$ cat config.mk
export PLATFORM = sky130hd
export DESIGN_NAME = shc_standby_hold_controller
export DESIGN_NICKNAME = d
export VERILOG_FILES = /design/src/shc_pkg.sv /design/src/shc_standby_hold_controller.sv
export SDC_FILE = /design/constraint.sdc
export NUM_CORES = 1
export LEC_CHECK = 0
export BUFFER_PORTS_ARGS = -buffer_cell sky130_fd_sc_hd__buf_2
export CAP_MARGIN = 25
export CORE_MARGIN = 2
export CORE_UTILIZATION = 47
export CTS_CLUSTER_SIZE = 24
export DETAILED_ROUTE_END_ITERATION = 8
export PLACE_DENSITY = 0.8
export SYNTH_ARGS = -nofsm -noshare
export SYNTH_HDL_FRONTEND = slang
export SYNTH_SLANG_ARGS = --single-unit
$ cat constraint.sdc
create_clock -name sys_clk -period 2.5 [get_ports sys_clk]
set_input_delay 0 -clock sys_clk [delete_from_list [all_inputs] [get_ports sys_clk]]
set_output_delay 0 -clock sys_clk [all_outputs]
set_load 0.03 [all_outputs]
$ cat src/shc_pkg.sv
// shared constants for the standby hold controller
package shc_pkg;

  // ==========================================================
  // bus and register map
  localparam int          ADDR_W       = 8;
  localparam logic [7:0]  ADDR_CMD     = 8'h00;
  localparam logic [7:0]  ADDR_STATUS  = 8'h04;
  localparam logic [7:0]  ADDR_DIVIDER = 8'h08;
  localparam logic [7:0]  ADDR_RESUME  = 8'h0C;

  // ==========================================================
  // command port fields
  localparam int          CMD_WARM_LSB = 0;
  localparam int          CMD_WARM_W   = 2;
  localparam int          CMD_MODE_BIT = 2;
  localparam int          CMD_START_BIT = 3;
  localparam logic [1:0]  CMD_WARM_RST = 2'h0;
  localparam logic        CMD_MODE_RST = 1'b0;

  // ==========================================================
  // status port fields
  localparam int          ST_PIN_BIT   = 0;
  localparam int          ST_HOLD_BIT  = 1;
  localparam int          ST_WARM_BIT  = 2;

  // ==========================================================
  // divider, program counter and warm-up lengths in basic clocks
  localparam int          DIV_W        = 16;
  localparam int          PC_W         = 12;
  localparam logic [15:0] DIV_RST      = 16'h0000;
  localparam logic [11:0] PC_RST       = 12'h000;
  localparam logic [15:0] WARM_CYC_0   = 16'h0040;
  localparam logic [15:0] WARM_CYC_1   = 16'h0100;
  localparam logic [15:0] WARM_CYC_2   = 16'h0400;
  localparam logic [15:0] WARM_CYC_3   = 16'h1000;

  // ==========================================================
  // modes and states
  typedef enum logic {SHC_BACKUP, SHC_CLOCK} shc_mode_t;
  typedef enum logic [1:0] {SHC_RUN, SHC_HOLD, SHC_WARM} shc_state_t;

endpackage

$ cat src/shc_standby_hold_controller.sv
// standby hold controller: command port, hold, warm-up and restart
// What this block does
// - backup mode: hold while pin low, run high
// - clock mode: hold until pin rising edge
// - command port write starts standby, sets mode/warm-up
// - status port shows standby pin level
// - standby stops oscillator and internal operation
// - entering standby clears divider to zero
// - memory, registers, port latches kept during standby
// - program counter keeps next instruction address
// - backup mode: pin high releases standby
// - backup mode: pin already high skips to restart
// - restart: oscillator on, halt for warm-up
// - resume after warm-up, divider from zero
// - warm-up counted in basic clocks by divider
// - reset in standby initializes at once, no warm-up
// - reset clears divider, program counter to zero
`timescale 1ns/1ps

module shc_standby_hold_controller
  import shc_pkg::*;
(
  // clock and reset
  input  wire logic              sys_clk,
  input  wire logic              rstn,
  // apb slave
  input  wire logic              psel,
  input  wire logic              penable,
  input  wire logic              pwrite,
  input  wire logic [ADDR_W-1:0] paddr,
  input  wire logic [31:0]       pwdata,
  output logic                   pready,
  output logic [31:0]            prdata,
  output logic                   pslverr,
  // standby request pin
  input  wire logic              standbyPin,
  // core side
  input  wire logic [PC_W-1:0]   nextPc,
  output logic                   oscEnable,
  output logic                   coreHalt,
  output logic                   pcRestore,
  output logic [PC_W-1:0]        resumePc,
  output logic [DIV_W-1:0]       divider
);

  // ==========================================================
  // apb decode
  logic                 access;
  logic                 wrCmd;
  logic                 mapped;
  logic                 startReq;
  logic                 pinRise;
  logic [DIV_W-1:0]     warmLen;
  shc_state_t           state_q;
  shc_state_t           state_d;
  shc_mode_t            mode_q;
  logic [CMD_WARM_W-1:0] warmSel_q;
  logic                 pin_q;
  logic [DIV_W-1:0]     div_q;
  logic [PC_W-1:0]      pc_q;
  logic                 pready_q;
  logic [31:0]          prdata_q;
  logic                 pslverr_q;
  logic                 oscEn_q;
  logic                 halt_q;
  logic                 restore_q;

  // one wait state keeps pready straight from a flop
  assign access = psel && penable && !pready_q;
  assign mapped = (paddr == ADDR_CMD) || (paddr == ADDR_STATUS)
               || (paddr == ADDR_DIVIDER) || (paddr == ADDR_RESUME);
  assign wrCmd  = access && pwrite && (paddr == ADDR_CMD);
  assign startReq = wrCmd && pwdata[CMD_START_BIT] && (state_q == SHC_RUN);

  // ==========================================================
  // standby pin sampling; runs on the always-on clock
  always_ff @(posedge sys_clk or negedge rstn) begin
    if (!rstn) begin
      pin_q <= 1'b0;
    end else begin
      pin_q <= standbyPin;
    end
  end

  assign pinRise = standbyPin && !pin_q;

  // ==========================================================
  // command port
  always_ff @(posedge sys_clk or negedge rstn) begin
    if (!rstn) begin
      mode_q    <= shc_mode_t'(CMD_MODE_RST);
      warmSel_q <= CMD_WARM_RST;
    end else if (wrCmd && state_q == SHC_RUN) begin
      mode_q    <= shc_mode_t'(pwdata[CMD_MODE_BIT]);
      warmSel_q <= pwdata[CMD_WARM_LSB +: CMD_WARM_W];
    end
  end

  always_comb begin
    unique case (warmSel_q)
      2'h0: warmLen = WARM_CYC_0;
      2'h1: warmLen = WARM_CYC_1;
      2'h2: warmLen = WARM_CYC_2;
      2'h3: warmLen = WARM_CYC_3;
    endcase
  end

  // ==========================================================
  // sequencer
  always_comb begin
    state_d = state_q;
    unique case (state_q)
      SHC_RUN: begin
        if (startReq) begin
          // backup mode with pin already high goes straight to restart
          // mode comes from this very write, not from the previous command
          if (pwdata[CMD_MODE_BIT] == 1'b0 && standbyPin) begin
            state_d = SHC_WARM;
          end else begin
            state_d = SHC_HOLD;
          end
        end
      end
      SHC_HOLD: begin
        if (mode_q == SHC_BACKUP && standbyPin) begin
          state_d = SHC_WARM;
        end else if (mode_q == SHC_CLOCK && pinRise) begin
          state_d = SHC_WARM;
        end
      end
      SHC_WARM: begin
        if (div_q == warmLen - 16'h0001) begin
          state_d = SHC_RUN;
        end
      end
      default: state_d = SHC_RUN;
    endcase
  end

  // async reset drops any standby at once; no warm-up follows
  always_ff @(posedge sys_clk or negedge rstn) begin
    if (!rstn) begin
      state_q <= SHC_RUN;
    end else begin
      state_q <= state_d;
    end
  end

  // ==========================================================
  // divider: the warm-up timer is the divider itself
  always_ff @(posedge sys_clk or negedge rstn) begin
    if (!rstn) begin
      div_q <= DIV_RST;
    end else if (startReq) begin
      div_q <= DIV_RST;
    end else if (state_q == SHC_HOLD) begin
      div_q <= div_q;
    end else if (state_q == SHC_WARM && state_d == SHC_RUN) begin
      div_q <= DIV_RST;
    end else begin
      div_q <= div_q + 16'h0001;
    end
  end

  // ==========================================================
  // program counter save and restore
  always_ff @(posedge sys_clk or negedge rstn) begin
    if (!rstn) begin
      pc_q <= PC_RST;
    end else if (startReq) begin
      pc_q <= nextPc;
    end
  end

  always_ff @(posedge sys_clk or negedge rstn) begin
    if (!rstn) begin
      restore_q <= 1'b0;
    end else begin
      restore_q <= (state_q == SHC_WARM) && (state_d == SHC_RUN);
    end
  end

  // ==========================================================
  // oscillator and core control; halt freezes core state in place
  always_ff @(posedge sys_clk or negedge rstn) begin
    if (!rstn) begin
      oscEn_q <= 1'b1;
      halt_q  <= 1'b0;
    end else begin
      oscEn_q <= (state_d != SHC_HOLD);
      halt_q  <= (state_d != SHC_RUN);
    end
  end

  // ==========================================================
  // apb response
  always_ff @(posedge sys_clk or negedge rstn) begin
    if (!rstn) begin
      pready_q  <= 1'b0;
      pslverr_q <= 1'b0;
      prdata_q  <= 32'h0000_0000;
    end else begin
      pready_q  <= access;
      pslverr_q <= access && !mapped;
      prdata_q  <= 32'h0000_0000;
      if (access && !pwrite) begin
        unique case (paddr)
          ADDR_CMD: begin
            prdata_q[CMD_WARM_LSB +: CMD_WARM_W] <= warmSel_q;
            prdata_q[CMD_MODE_BIT] <= mode_q;
          end
          ADDR_STATUS: begin
            prdata_q[ST_PIN_BIT]  <= pin_q;
            prdata_q[ST_HOLD_BIT] <= (state_q == SHC_HOLD);
            prdata_q[ST_WARM_BIT] <= (state_q == SHC_WARM);
          end
          ADDR_DIVIDER: prdata_q[DIV_W-1:0] <= div_q;
          ADDR_RESUME:  prdata_q[PC_W-1:0]  <= pc_q;
          default:      prdata_q <= 32'h0000_0000;
        endcase
      end
    end
  end

  assign pready    = pready_q;
  assign pslverr   = pslverr_q;
  assign prdata    = prdata_q;
  assign oscEnable = oscEn_q;
  assign coreHalt  = halt_q;
  assign pcRestore = restore_q;
  assign resumePc  = pc_q;
  assign divider   = div_q;

endmodule

==> flow_summary.yaml, run 1 <==
placed_design:
  placed_cells_incl_taps: 433
  dpl.hpwl_um: 4890
  detailed_place.area_um2: 3130
  number_of_port_buffers: 78
  gp_routability_congestion: 0.895
yosys:
  synthesis.yosys.warnings: 0
  synth_simple_gate_area_share_pct: 24.8
  syn-cell-area_um2: 2730
  synth-adder-area-share_pct: 0.459
  synth-compound-area-share_pct: 13.4
  synth_top_flop_cell: "dfrtp_1"
  post_synth.cell_area_avg_um2: 9.43
  number_of_synthesized_flops_with_an_enable_pin: 0
  synth_seq_area_share_pct: 50.6
  synth.mux.area_fraction_pct: 2.34
  synth_cell_types: 45
  synth_top_family_by_area: "simple AND/OR/NAND/NOR gates"
  ys_ff_latch: 55
  asyncSetResetFlopFracSynth_pct: 100
  yosys.area_share.xor_xnor_pct: 0
  netlist_instances: 289
floorplanning:
  ios: 123
  area_of_the_core_region_um2: 5540
  die_height_um: 80.1
  floorplan.die.width_um: 80.1
  initial_utilization_pct: 49.2
  core.rowCount: 27
  fp.dieArea_um2: 6420
clock_network:
  tritoncts_num_sinks: 55
  tritoncts: "done"
  tritoncts.num_buffers: 5
  clock-root-buffer: "clkbuf_8"
  htree_levels: 2
  cts.clk_slew.worst_paths_ps: 90
  worstSkewPairLatency_ps: 300
  ctsLongestPathBuffers: 2
critical_path:
  worst_ep_arrival_time_ps: 2450
  reg2reg_depth: 5
  critical_path.reg2reg.endpoint: "divider[11]"
  timing.critical_path.from_type: "flop"
  worstReg2RegStart: "state_q[1]"
  end_kind: "flop"
  worst-setup-path-type: "flop to flop"
  slowest_stage: "or4_1"
  worstPathCellList: "or4b_4, or4_1, a2bb2oi_1, o21ai_1, a21oi_1"
  regToRegSetupSlack_ps: 250
  timing.critical_path.fanout_max: 7
  worst_path_largest_cell_delay_ps: 660
  worst_ep_required_time_ps: 2690
sta:
  grt_setup_unrepaired: "false"
  max_freq_mhz: 444
  report.final.slew_viol_count: 0
  post-route-min-period_ps: 2250
  final_report_hold_violation_count: 0
  totalNegativeSetupSlack_ps: 0
  setup_viol: 0
  clock-skew-final_ps: 5.98
  worst_slew_pin_slew_ps: 720
  worst_slew_margin_rel_pct: 51.8
  finalCritPeriodShare_pct: 90.1
drt:
  drt_via_density: 5.42
  drc_violation_count_after_routing: 0
  wire_per_inst_um: 15.1
  number_of_nets_with_antenna_violations_after_detailed_routing: 0
  routed_wl_um: 6940
  detail_route.first_pass.iterations: 7
  first_iteration_detailed_routing_drc_count: 234
  vias_after_detailed_routing: 2493
pwr:
  peakVddDrop_mv: 0.285
  p_total_uw: 1880
  power.static_leakage_uw: 0.00179
  power-per-cell-area_nw_per_um2: 553
final_layout:
  layout_common_cells: "buf_2 (78), dfrtp_1 (54), nand2_1 (50), nor2_1 (21), dlygate4sd3_1 (19)"
  mostFrequentLayoutCell: "buf_2"
  area_growth_syn_to_layout_pct: 24.9
  final_cell_area_um2: 3400
  num-nets-final: 446
  antenna-diode-count: 0
  stdcell_count: 460
  fillerInstances: 505
  ratio_of_cells_with_drive_above_1_in_the_final_layout_pct: 26.5
grt:
  grt_pass1_wl_um: 11200
  number_of_global_route_vias_before_repair: 2357
  grt_antenna_before_repair: 0
  groute.usage.overall_pct: 22.3
  grt_overflow: 0
  grt_start_max_net_pins: 36
run:
  cap_viol_max_count: 0
worst_hold_path:
  min_delay_path_depth: 4
  timing.hold.worst_endpoint: "prdata[2]"
  min_path_type: "primary input to flop"
  worst_hold_startpoint: "paddr[7]"
run_status:
  result_of_the_run: "finished, final reports clean"
-- state kept, by name, summed over array words and instances (netlist names) --
| name | count |
|---|---|
| warmSel_q | 2 |
| mode_q | 1 |
| resumePc | 12 |
| divider | 16 |
| state_q | 2 |
| oscEnable | 1 |
| pin_q | 1 |
| pslverr | 1 |
| pready | 1 |
| prdata | 16 |
| coreHalt | 1 |
| pcRestore | 1 |
-- worst max-delay path, delay by kind of cell (launching register included) --
| family | cells | cell delay (ps) |
|---|---|---|
| simple gates | 2 | 1260 |
| flops | 1 | 470 |
| compound gates | 3 | 420 |
-- logic make-up after synthesis --
| group | after synthesis |
|---|---|
| AND/OR/NAND/NOR | 129 |
| AO/OA/AOI/OAI | 60 |
| flip-flops | 55 |
| buffers and inverters | 37 |
| multiplexers | 6 |
| adder cells (fa/ha/maj) | 1 |
| other | 1 |
-- how the worst max path moves through the flow --
stage,to,start,slack [ps]
after global routing,divider[6],state_q[1],150
after CTS,divider[12],state_q[1],250
after detailed placement,divider[12],state_q[1],280
after floorplan,divider[0],divider[0],290
final,divider[11],state_q[1],250
after global placement,divider[12],state_q[1],320
-- cells in the mapped netlist (4+ instances only) --
master | n | share of area, %
nand2_1 | 50 | 6.9
a22oi_1 | 11 | 3.0
a21oi_1 | 18 | 3.3
clkbuf_1 | 4 | 0.55
nand4_1 | 4 | 0.92
and3_1 | 8 | 1.8
o21ai_1 | 5 | 0.92
buf_2 | 6 | 1.1
and4_1 | 5 | 1.6
nor3_1 | 7 | 1.3
nand3_1 | 6 | 1.1
inv_1 | 6 | 0.83
nor2_1 | 21 | 2.9
buf_4 | 17 | 4.7
o21ai_0 | 13 | 2.4
dfrtp_1 | 54 | 50
-- metal layers --
metal / wire length [µm] / track usage, % / vias to the layer above / part of all wire [%]
met3: 528 / 3.48 / 7 / 7.6
met5: 0 / 0 / - / 0
met2: 3490 / 39.4 / 117 / 50
met1: 2870 / 29.1 / 1195 / 41
met4: 49 / 4.41 / 0 / 0.71
li1: - / - / 1174 / -
-- final cells by class --
class / count / area (µm²) / area share [%]
inverter: 6 / 22.5 / 0.662
sequential: 55 / 1380 / 40.5
timing repair buffer: 107 / 656 / 19.3
tap: 72 / 90.1 / 2.65
multi-input combinational: 212 / 1180 / 34.6
clock buffer: 7 / 76.3 / 2.24
clock inverter: 1 / 5.00 / 0.147
-- per-stage QoR --
stage	setup slack, ps	hold WS [ps]	utilization (%)
floorplan	294	-296	-
global placement	318	-23.3	56.5
detailed placement	281	-17.7	56.5
CTS	254	23.9	61.4
global route	148	51.0	61.4
finish	247	35.2	61.4
-- what timing repair did --
action,4_1_cts,5_1_grt
setup endpoints to repair,0,0
resized for setup,0,0
setup buffers,0,0
hold endpoints to repair,38,0
hold buffers,19,0
-- report_power, final --
part           internal, µW  total [µW]  switching [µW]
clock network           198         475             277
logic                   127         375             248
registers               938        1030            94.1
total                  1260        1880             619
Note: power is estimated with default switching activity, not from simulation.
==> run 2, diff against run 1 <==
--- a/config.mk
+++ b/config.mk
@@ -12,6 +12,7 @@
 export CTS_CLUSTER_SIZE = 24
 export DETAILED_ROUTE_END_ITERATION = 8
 export PLACE_DENSITY = 0.8
+export REMOVE_ABC_BUFFERS = 1
 export SYNTH_ARGS = -nofsm -noshare
 export SYNTH_HDL_FRONTEND = slang
 export SYNTH_SLANG_ARGS = --single-unit
==> constraint.sdc (replaced) <==
create_clock -name sys_clk -period 2.4 [get_ports sys_clk]
set_input_delay 0 -clock sys_clk [delete_from_list [all_inputs] [get_ports sys_clk]]
set_output_delay 0 -clock sys_clk [all_outputs]
set_load 0.03 [all_outputs]
==> run 2 against run 1 <==
First-iteration DRC count is 28% lower. Via count fell by 1.8%. Cell count fell by 0.43%. Setup slack lost 70 ps. Clock power rose by 16%. Utilization grew 0.16 points. Critical path type unchanged.
==> flow_summary.yaml, run 2 (synthesis results as in run 1) <==
run_status:
  result_of_the_run: "finished, final reports clean"
final_layout:
  ratio_of_cells_with_drive_above_1_in_the_final_layout_pct: 26.7
  area_growth_syn_to_layout_pct: 25.3
  stdcell_count: 458
  layout_common_cells: "buf_2 (78), dfrtp_1 (54), nand2_1 (50), nor2_1 (21), dlygate4sd3_1 (19)"
  num-nets-final: 444
  mostFrequentLayoutCell: "buf_2"
  antenna-diode-count: 0
  final_core_utilization_pct: 61.6
sta:
  worst_slew_pin_slew_ps: 716
  clock-skew-final_ps: 7.58
  max_freq_mhz: 450
  post-route-min-period_ps: 2220
  worst_slack_ps: 177
  worst_slew_margin_rel_pct: 52.1
  grt_setup_unrepaired: "false"
  final_report_hold_violation_count: 0
  setup_viol: 0
  finalCritPeriodShare_pct: 92.6
  report.final.slew_viol_count: 0
drt:
  first_iteration_detailed_routing_drc_count: 168
  detail_route.first_pass.iterations: 4
  drt_via_density: 5.35
  routed_wl_um: 6740
  wire_per_inst_um: 14.7
  number_of_nets_with_antenna_violations_after_detailed_routing: 0
  drc_violation_count_after_routing: 0
  vias_after_detailed_routing: 2449
clock_network:
  clock-root-buffer: "clkbuf_8"
  tritoncts.num_buffers: 5
  htree_levels: 2
  cts.clk_slew.worst_paths_ps: 90
  post-cts-setup-buffer-count: 0
  tritoncts: "done"
  ctsLongestPathBuffers: 2
  worstSkewPairLatency_ps: 310
  tritoncts_num_sinks: 55
critical_path:
  worstPathCellList: "or4b_4, or4_4, a21oi_2, a2bb2oi_1, nor2_1"
  worst_ep_required_time_ps: 2590
  worst_path_largest_cell_delay_ps: 650
  timing.critical_path.from_type: "flop"
  timing.critical_path.fanout_max: 17
  slowest_stage: "or4_4"
  end_kind: "flop"
  worst-setup-path-type: "flop to flop"
  worst_ep_arrival_time_ps: 2420
grt:
  grt_antenna_before_repair: 0
  groute.usage.overall_pct: 22.4
  grt_start_max_net_pins: 33
  grt_overflow: 0
  grt_pass1_wl_um: 11100
  number_of_global_route_vias_before_repair: 2353
pwr:
  comb_power_share_pct: 18.3
  share_clk_of_total_power_pct: 27.5
  power.internal_uw: 1360
  p_total_uw: 2000
  peakVddDrop_mv: 0.326
  switching_power_uw: 634
  seq_power_share_pct: 54.2
  power.static_leakage_uw: 0.00179
  netSwitchingFraction_pct: 31.7
  power-per-cell-area_nw_per_um2: 585
floorplanning:
  initial_utilization_pct: 49.2
  fp.dieArea_um2: 6420
  core.rowCount: 27
  die_height_um: 80.1
  area_of_the_core_region_um2: 5540
  ios: 123
  floorplan.die.width_um: 80.1
worst_hold_path:
  min_path_type: "primary input to flop"
run:
  cap_viol_max_count: 0
placed_design:
  gp_routability_congestion: 0.898
  number_of_port_buffers: 78
  placed_cells_incl_taps: 431
  pre_cts_slack_ps: 195
  dpl.hpwl_um: 4650
-- run 2: changes by cell type in the layout (fill, tap and decap cells not counted), sizes merged --
cell,previous run,this run
clkbuf,7,8
buf,88,86
clkinv,1,0
-- run 2: metal layers --
| layer | GRT usage [%] | vias up | share of wire (%) |
|---|---|---|---|
| li1 | - | 1171 | - |
| met1 | 29.2 | 1179 | 43 |
| met2 | 37.2 | 88 | 50 |
| met3 | 4.94 | 11 | 5.9 |
| met4 | 7.29 | 0 | 1.3 |
| met5 | 0 | - | 0 |
-- run 2: worst max-delay path: cells and delay by family, from the launching register on --
kind / cells / cell delay (ps)
AND/OR/NAND/NOR: 3 / 1300
flip-flops: 1 / 460
AO/OA/AOI/OAI: 2 / 350
-- run 2: through the flow --
stage | TNS (ps) | area, µm² | hold WS (ps)
final | 0 | 3410 | 33.8
after global routing | 0 | 3410 | 62.4
after CTS | 0 | 3410 | 17.3
after detailed placement | 0 | 3120 | 13.2
after global placement | 0 | 3120 | 11.4
after floorplan | -948 | 2580 | -296
-- run 2: power by group through the flow --
stage / Sequential (µW) / Combinational [µW] / Clock [µW]
after floorplan: 1170 / 122 / 0
after global placement: 1100 / 334 / 0
after detailed placement: 1100 / 341 / 0
after CTS: 1080 / 366 / 568
after global routing: 1100 / 396 / 601
final: 1080 / 365 / 550
-- run 2: repair_timing --
action                    CTS  global route
hold endpoints to repair   40             0
hold buffers               19             0
gates resized for setup     0             0
-- run 2: final timing paths --
path / start / to / slack [ps] / depth (start not counted)
min in group asynchronous: rstn / prdata[14] / 210 / 2
worst max-delay path: state_q[1] / divider[6] / 180 / 5
worst min register to register: resumePc[4] / resumePc[4] / 500 / 2
worst min-delay path: paddr[7] / prdata[1] / 30 / 4
worst max register to register: state_q[1] / divider[6] / 180 / 5
max in group asynchronous: rstn / prdata[6] / 1390 / 3
-- run 2: layout make-up --
class / count / area [µm²]
clock buffer: 8 / 100
fill: 497 / 2130
inverter: 6 / 22.5
multi-input combinational: 212 / 1180
sequential: 55 / 1380
tap: 72 / 90.1
timing repair buffer: 105 / 641
==> run 3, diff against run 2 <==
--- a/config.mk
+++ b/config.mk
@@ -7,11 +7,13 @@
 export LEC_CHECK = 0
 export BUFFER_PORTS_ARGS = -buffer_cell sky130_fd_sc_hd__buf_2
 export CAP_MARGIN = 25
+export CELL_PAD_IN_SITES_DETAIL_PLACEMENT = 1
+export CELL_PAD_IN_SITES_GLOBAL_PLACEMENT = 2
 export CORE_MARGIN = 2
-export CORE_UTILIZATION = 47
+export CORE_UTILIZATION = 27
 export CTS_CLUSTER_SIZE = 24
 export DETAILED_ROUTE_END_ITERATION = 8
-export PLACE_DENSITY = 0.8
+export PLACE_DENSITY_LB_ADDON = 0.1
 export REMOVE_ABC_BUFFERS = 1
 export SYNTH_ARGS = -nofsm -noshare
 export SYNTH_HDL_FRONTEND = slang
==> run 3 against run 2 <==
Setup slack improved by 62 ps. Utilization decreased by 25 points. Global-route usage fell by 6.7 points. Non-clock buffer count grew 9. Largest cell class unchanged. Count of clock-buffer cells in the layout is 3 lower. Largest power group unchanged. Final area rose by 4.6%. Maximum frequency increased by 2.9%. Wire length increased by 27%.
==> flow_summary.yaml, run 3 (synthesis results as in run 1) <==
run_status:
  result_of_the_run: "finished, final reports clean"
pwr:
  p_total_uw: 2140
  comb_power_share_pct: 21.6
  power-per-cell-area_nw_per_um2: 601
  share_clk_of_total_power_pct: 29.7
  netSwitchingFraction_pct: 32.7
  power.internal_uw: 1440
  peakVddDrop_mv: 0.341
  seq_power_share_pct: 48.6
  switching_power_uw: 702
  power.static_leakage_uw: 0.00184
clock_network:
  tritoncts: "done"
  tritoncts.num_buffers: 5
  htree_levels: 2
  cts.clk_slew.worst_paths_ps: 100
  cts.repair.resized: 0
  ctsHoldBuffers: 19
  worstSkewPairLatency_ps: 320
  ctsLongestPathBuffers: 2
  clock-root-buffer: "clkbuf_8"
  post-cts-setup-buffer-count: 0
  tritoncts_num_sinks: 55
sta:
  post-route-min-period_ps: 2160
  report.final.slew_viol_count: 0
  worst_slew_pin_slew_ps: 844
  grt_setup_unrepaired: "false"
  worst_slew_margin_rel_pct: 43.5
  finalCritPeriodShare_pct: 90.0
  final_report_hold_violation_count: 0
  clock-skew-final_ps: 7.67
  max_freq_mhz: 463
  setup_viol: 0
grt:
  grt_pass1_wl_um: 13500
  groute.usage.overall_pct: 15.7
  grt_antenna_before_repair: 0
  number_of_global_route_vias_before_repair: 2587
  grt_overflow: 0
  grt_start_max_net_pins: 56
final_layout:
  fillerInstances: 1171
  ratio_of_cells_with_drive_above_1_in_the_final_layout_pct: 28.6
  multiInputGateArea_um2: 1180
  area_growth_syn_to_layout_pct: 31.0
  layout_common_cells: "buf_2 (78), dfrtp_1 (54), nand2_1 (50), nor2_1 (21), dlygate4sd3_1 (19)"
  storage_element_area_um2: 1380
  num-nets-final: 453
  final_cell_area_um2: 3570
  mostFrequentLayoutCell: "buf_2"
  antenna-diode-count: 0
placed_design:
  detailed_place.area_um2: 3270
  number_of_port_buffers: 78
  gp_routability_congestion: 0.729
  dpl.hpwl_um: 6180
critical_path:
  timing.critical_path.fanout_max: 6
  end_kind: "flop"
  worst_ep_arrival_time_ps: 2370
  timing.critical_path.from_type: "flop"
  worst_ep_required_time_ps: 2610
  worst-setup-path-type: "flop to flop"
  regToRegSetupSlack_ps: 240
drt:
  drc_violation_count_after_routing: 0
  wire_per_inst_um: 16.2
  drt_via_density: 4.75
  detail_route.first_pass.iterations: 4
  vias_after_detailed_routing: 2509
  routed_wl_um: 8540
  number_of_nets_with_antenna_violations_after_detailed_routing: 0
  first_iteration_detailed_routing_drc_count: 73
floorplanning:
  core.rowCount: 36
  floorplan.die.width_um: 104
  fp.dieArea_um2: 10900
  initial_utilization_pct: 27.9
  area_of_the_core_region_um2: 9770
  ios: 123
  die_height_um: 104
worst_hold_path:
  min_path_type: "primary input to flop"
run:
  cap_viol_max_count: 0
run 3: layout make-up:
| cell class | count | share of cell area, % |
|---|---|---|
| Sequential cell | 55 | 38.6 |
| Multi-Input combinational cell | 212 | 33.1 |
| Timing Repair Buffer | 114 | 19.8 |
| Tap cell | 133 | 4.66 |
| Clock buffer | 5 | 1.93 |
| Clock inverter | 3 | 1.23 |
| Inverter | 6 | 0.631 |
run 3: worst paths after layout:
path	from	endpoint	cells past startpoint
max	state_q[1]	divider[12]	5
max reg2reg	state_q[1]	divider[12]	5
min	psel	pready	3
min in group asynchronous	rstn	prdata[13]	3
max in group asynchronous	rstn	prdata[2]	3
min reg2reg	resumePc[8]	resumePc[8]	2
run 3: per-stage QoR:
step                TNS (ps)  util [%]  hold slack, ps  worst slack, ps  std cells
finish                     0      36.5            38.4              239        528
global route               0      36.5            69.4              166        528
CTS                        0      36.5            35.7              212        528
detailed placement         0      33.4             138              232        501
global placement           0      33.4             136              245        501
floorplan               -948         -            -296            -95.9        273
run 3: routing by layer:
| layer | wire (µm) | part of all wire (%) | vias up | track usage, % |
|---|---|---|---|---|
| met3 | 351 | 4.1 | 7 | 2.38 |
| met2 | 4420 | 52 | 69 | 28.4 |
| met5 | 0 | 0 | - | 0 |
| met4 | 57 | 0.67 | 0 | 2.99 |
| li1 | - | - | 1195 | - |
| met1 | 3710 | 43 | 1238 | 19.8 |
run 3: power groups by stage:
stage          sequential [µW]  combinational [µW]  clock, µW
3_3_place_gp              1060                 440          0
6_report                  1040                 464        637
3_5_place_dp              1060                 444          0
2_1_floorplan             1170                 122          0
5_1_grt                   1060                 501        692
4_1_cts                   1040                 468        664
run 3: worst max-delay path, stage by stage (launching register included):
cell,delay (ps)
dfrtp_1,400
or4b_4,570
or4_1,660
o21a_1,240
o21ai_1,110
a21oi_1,70
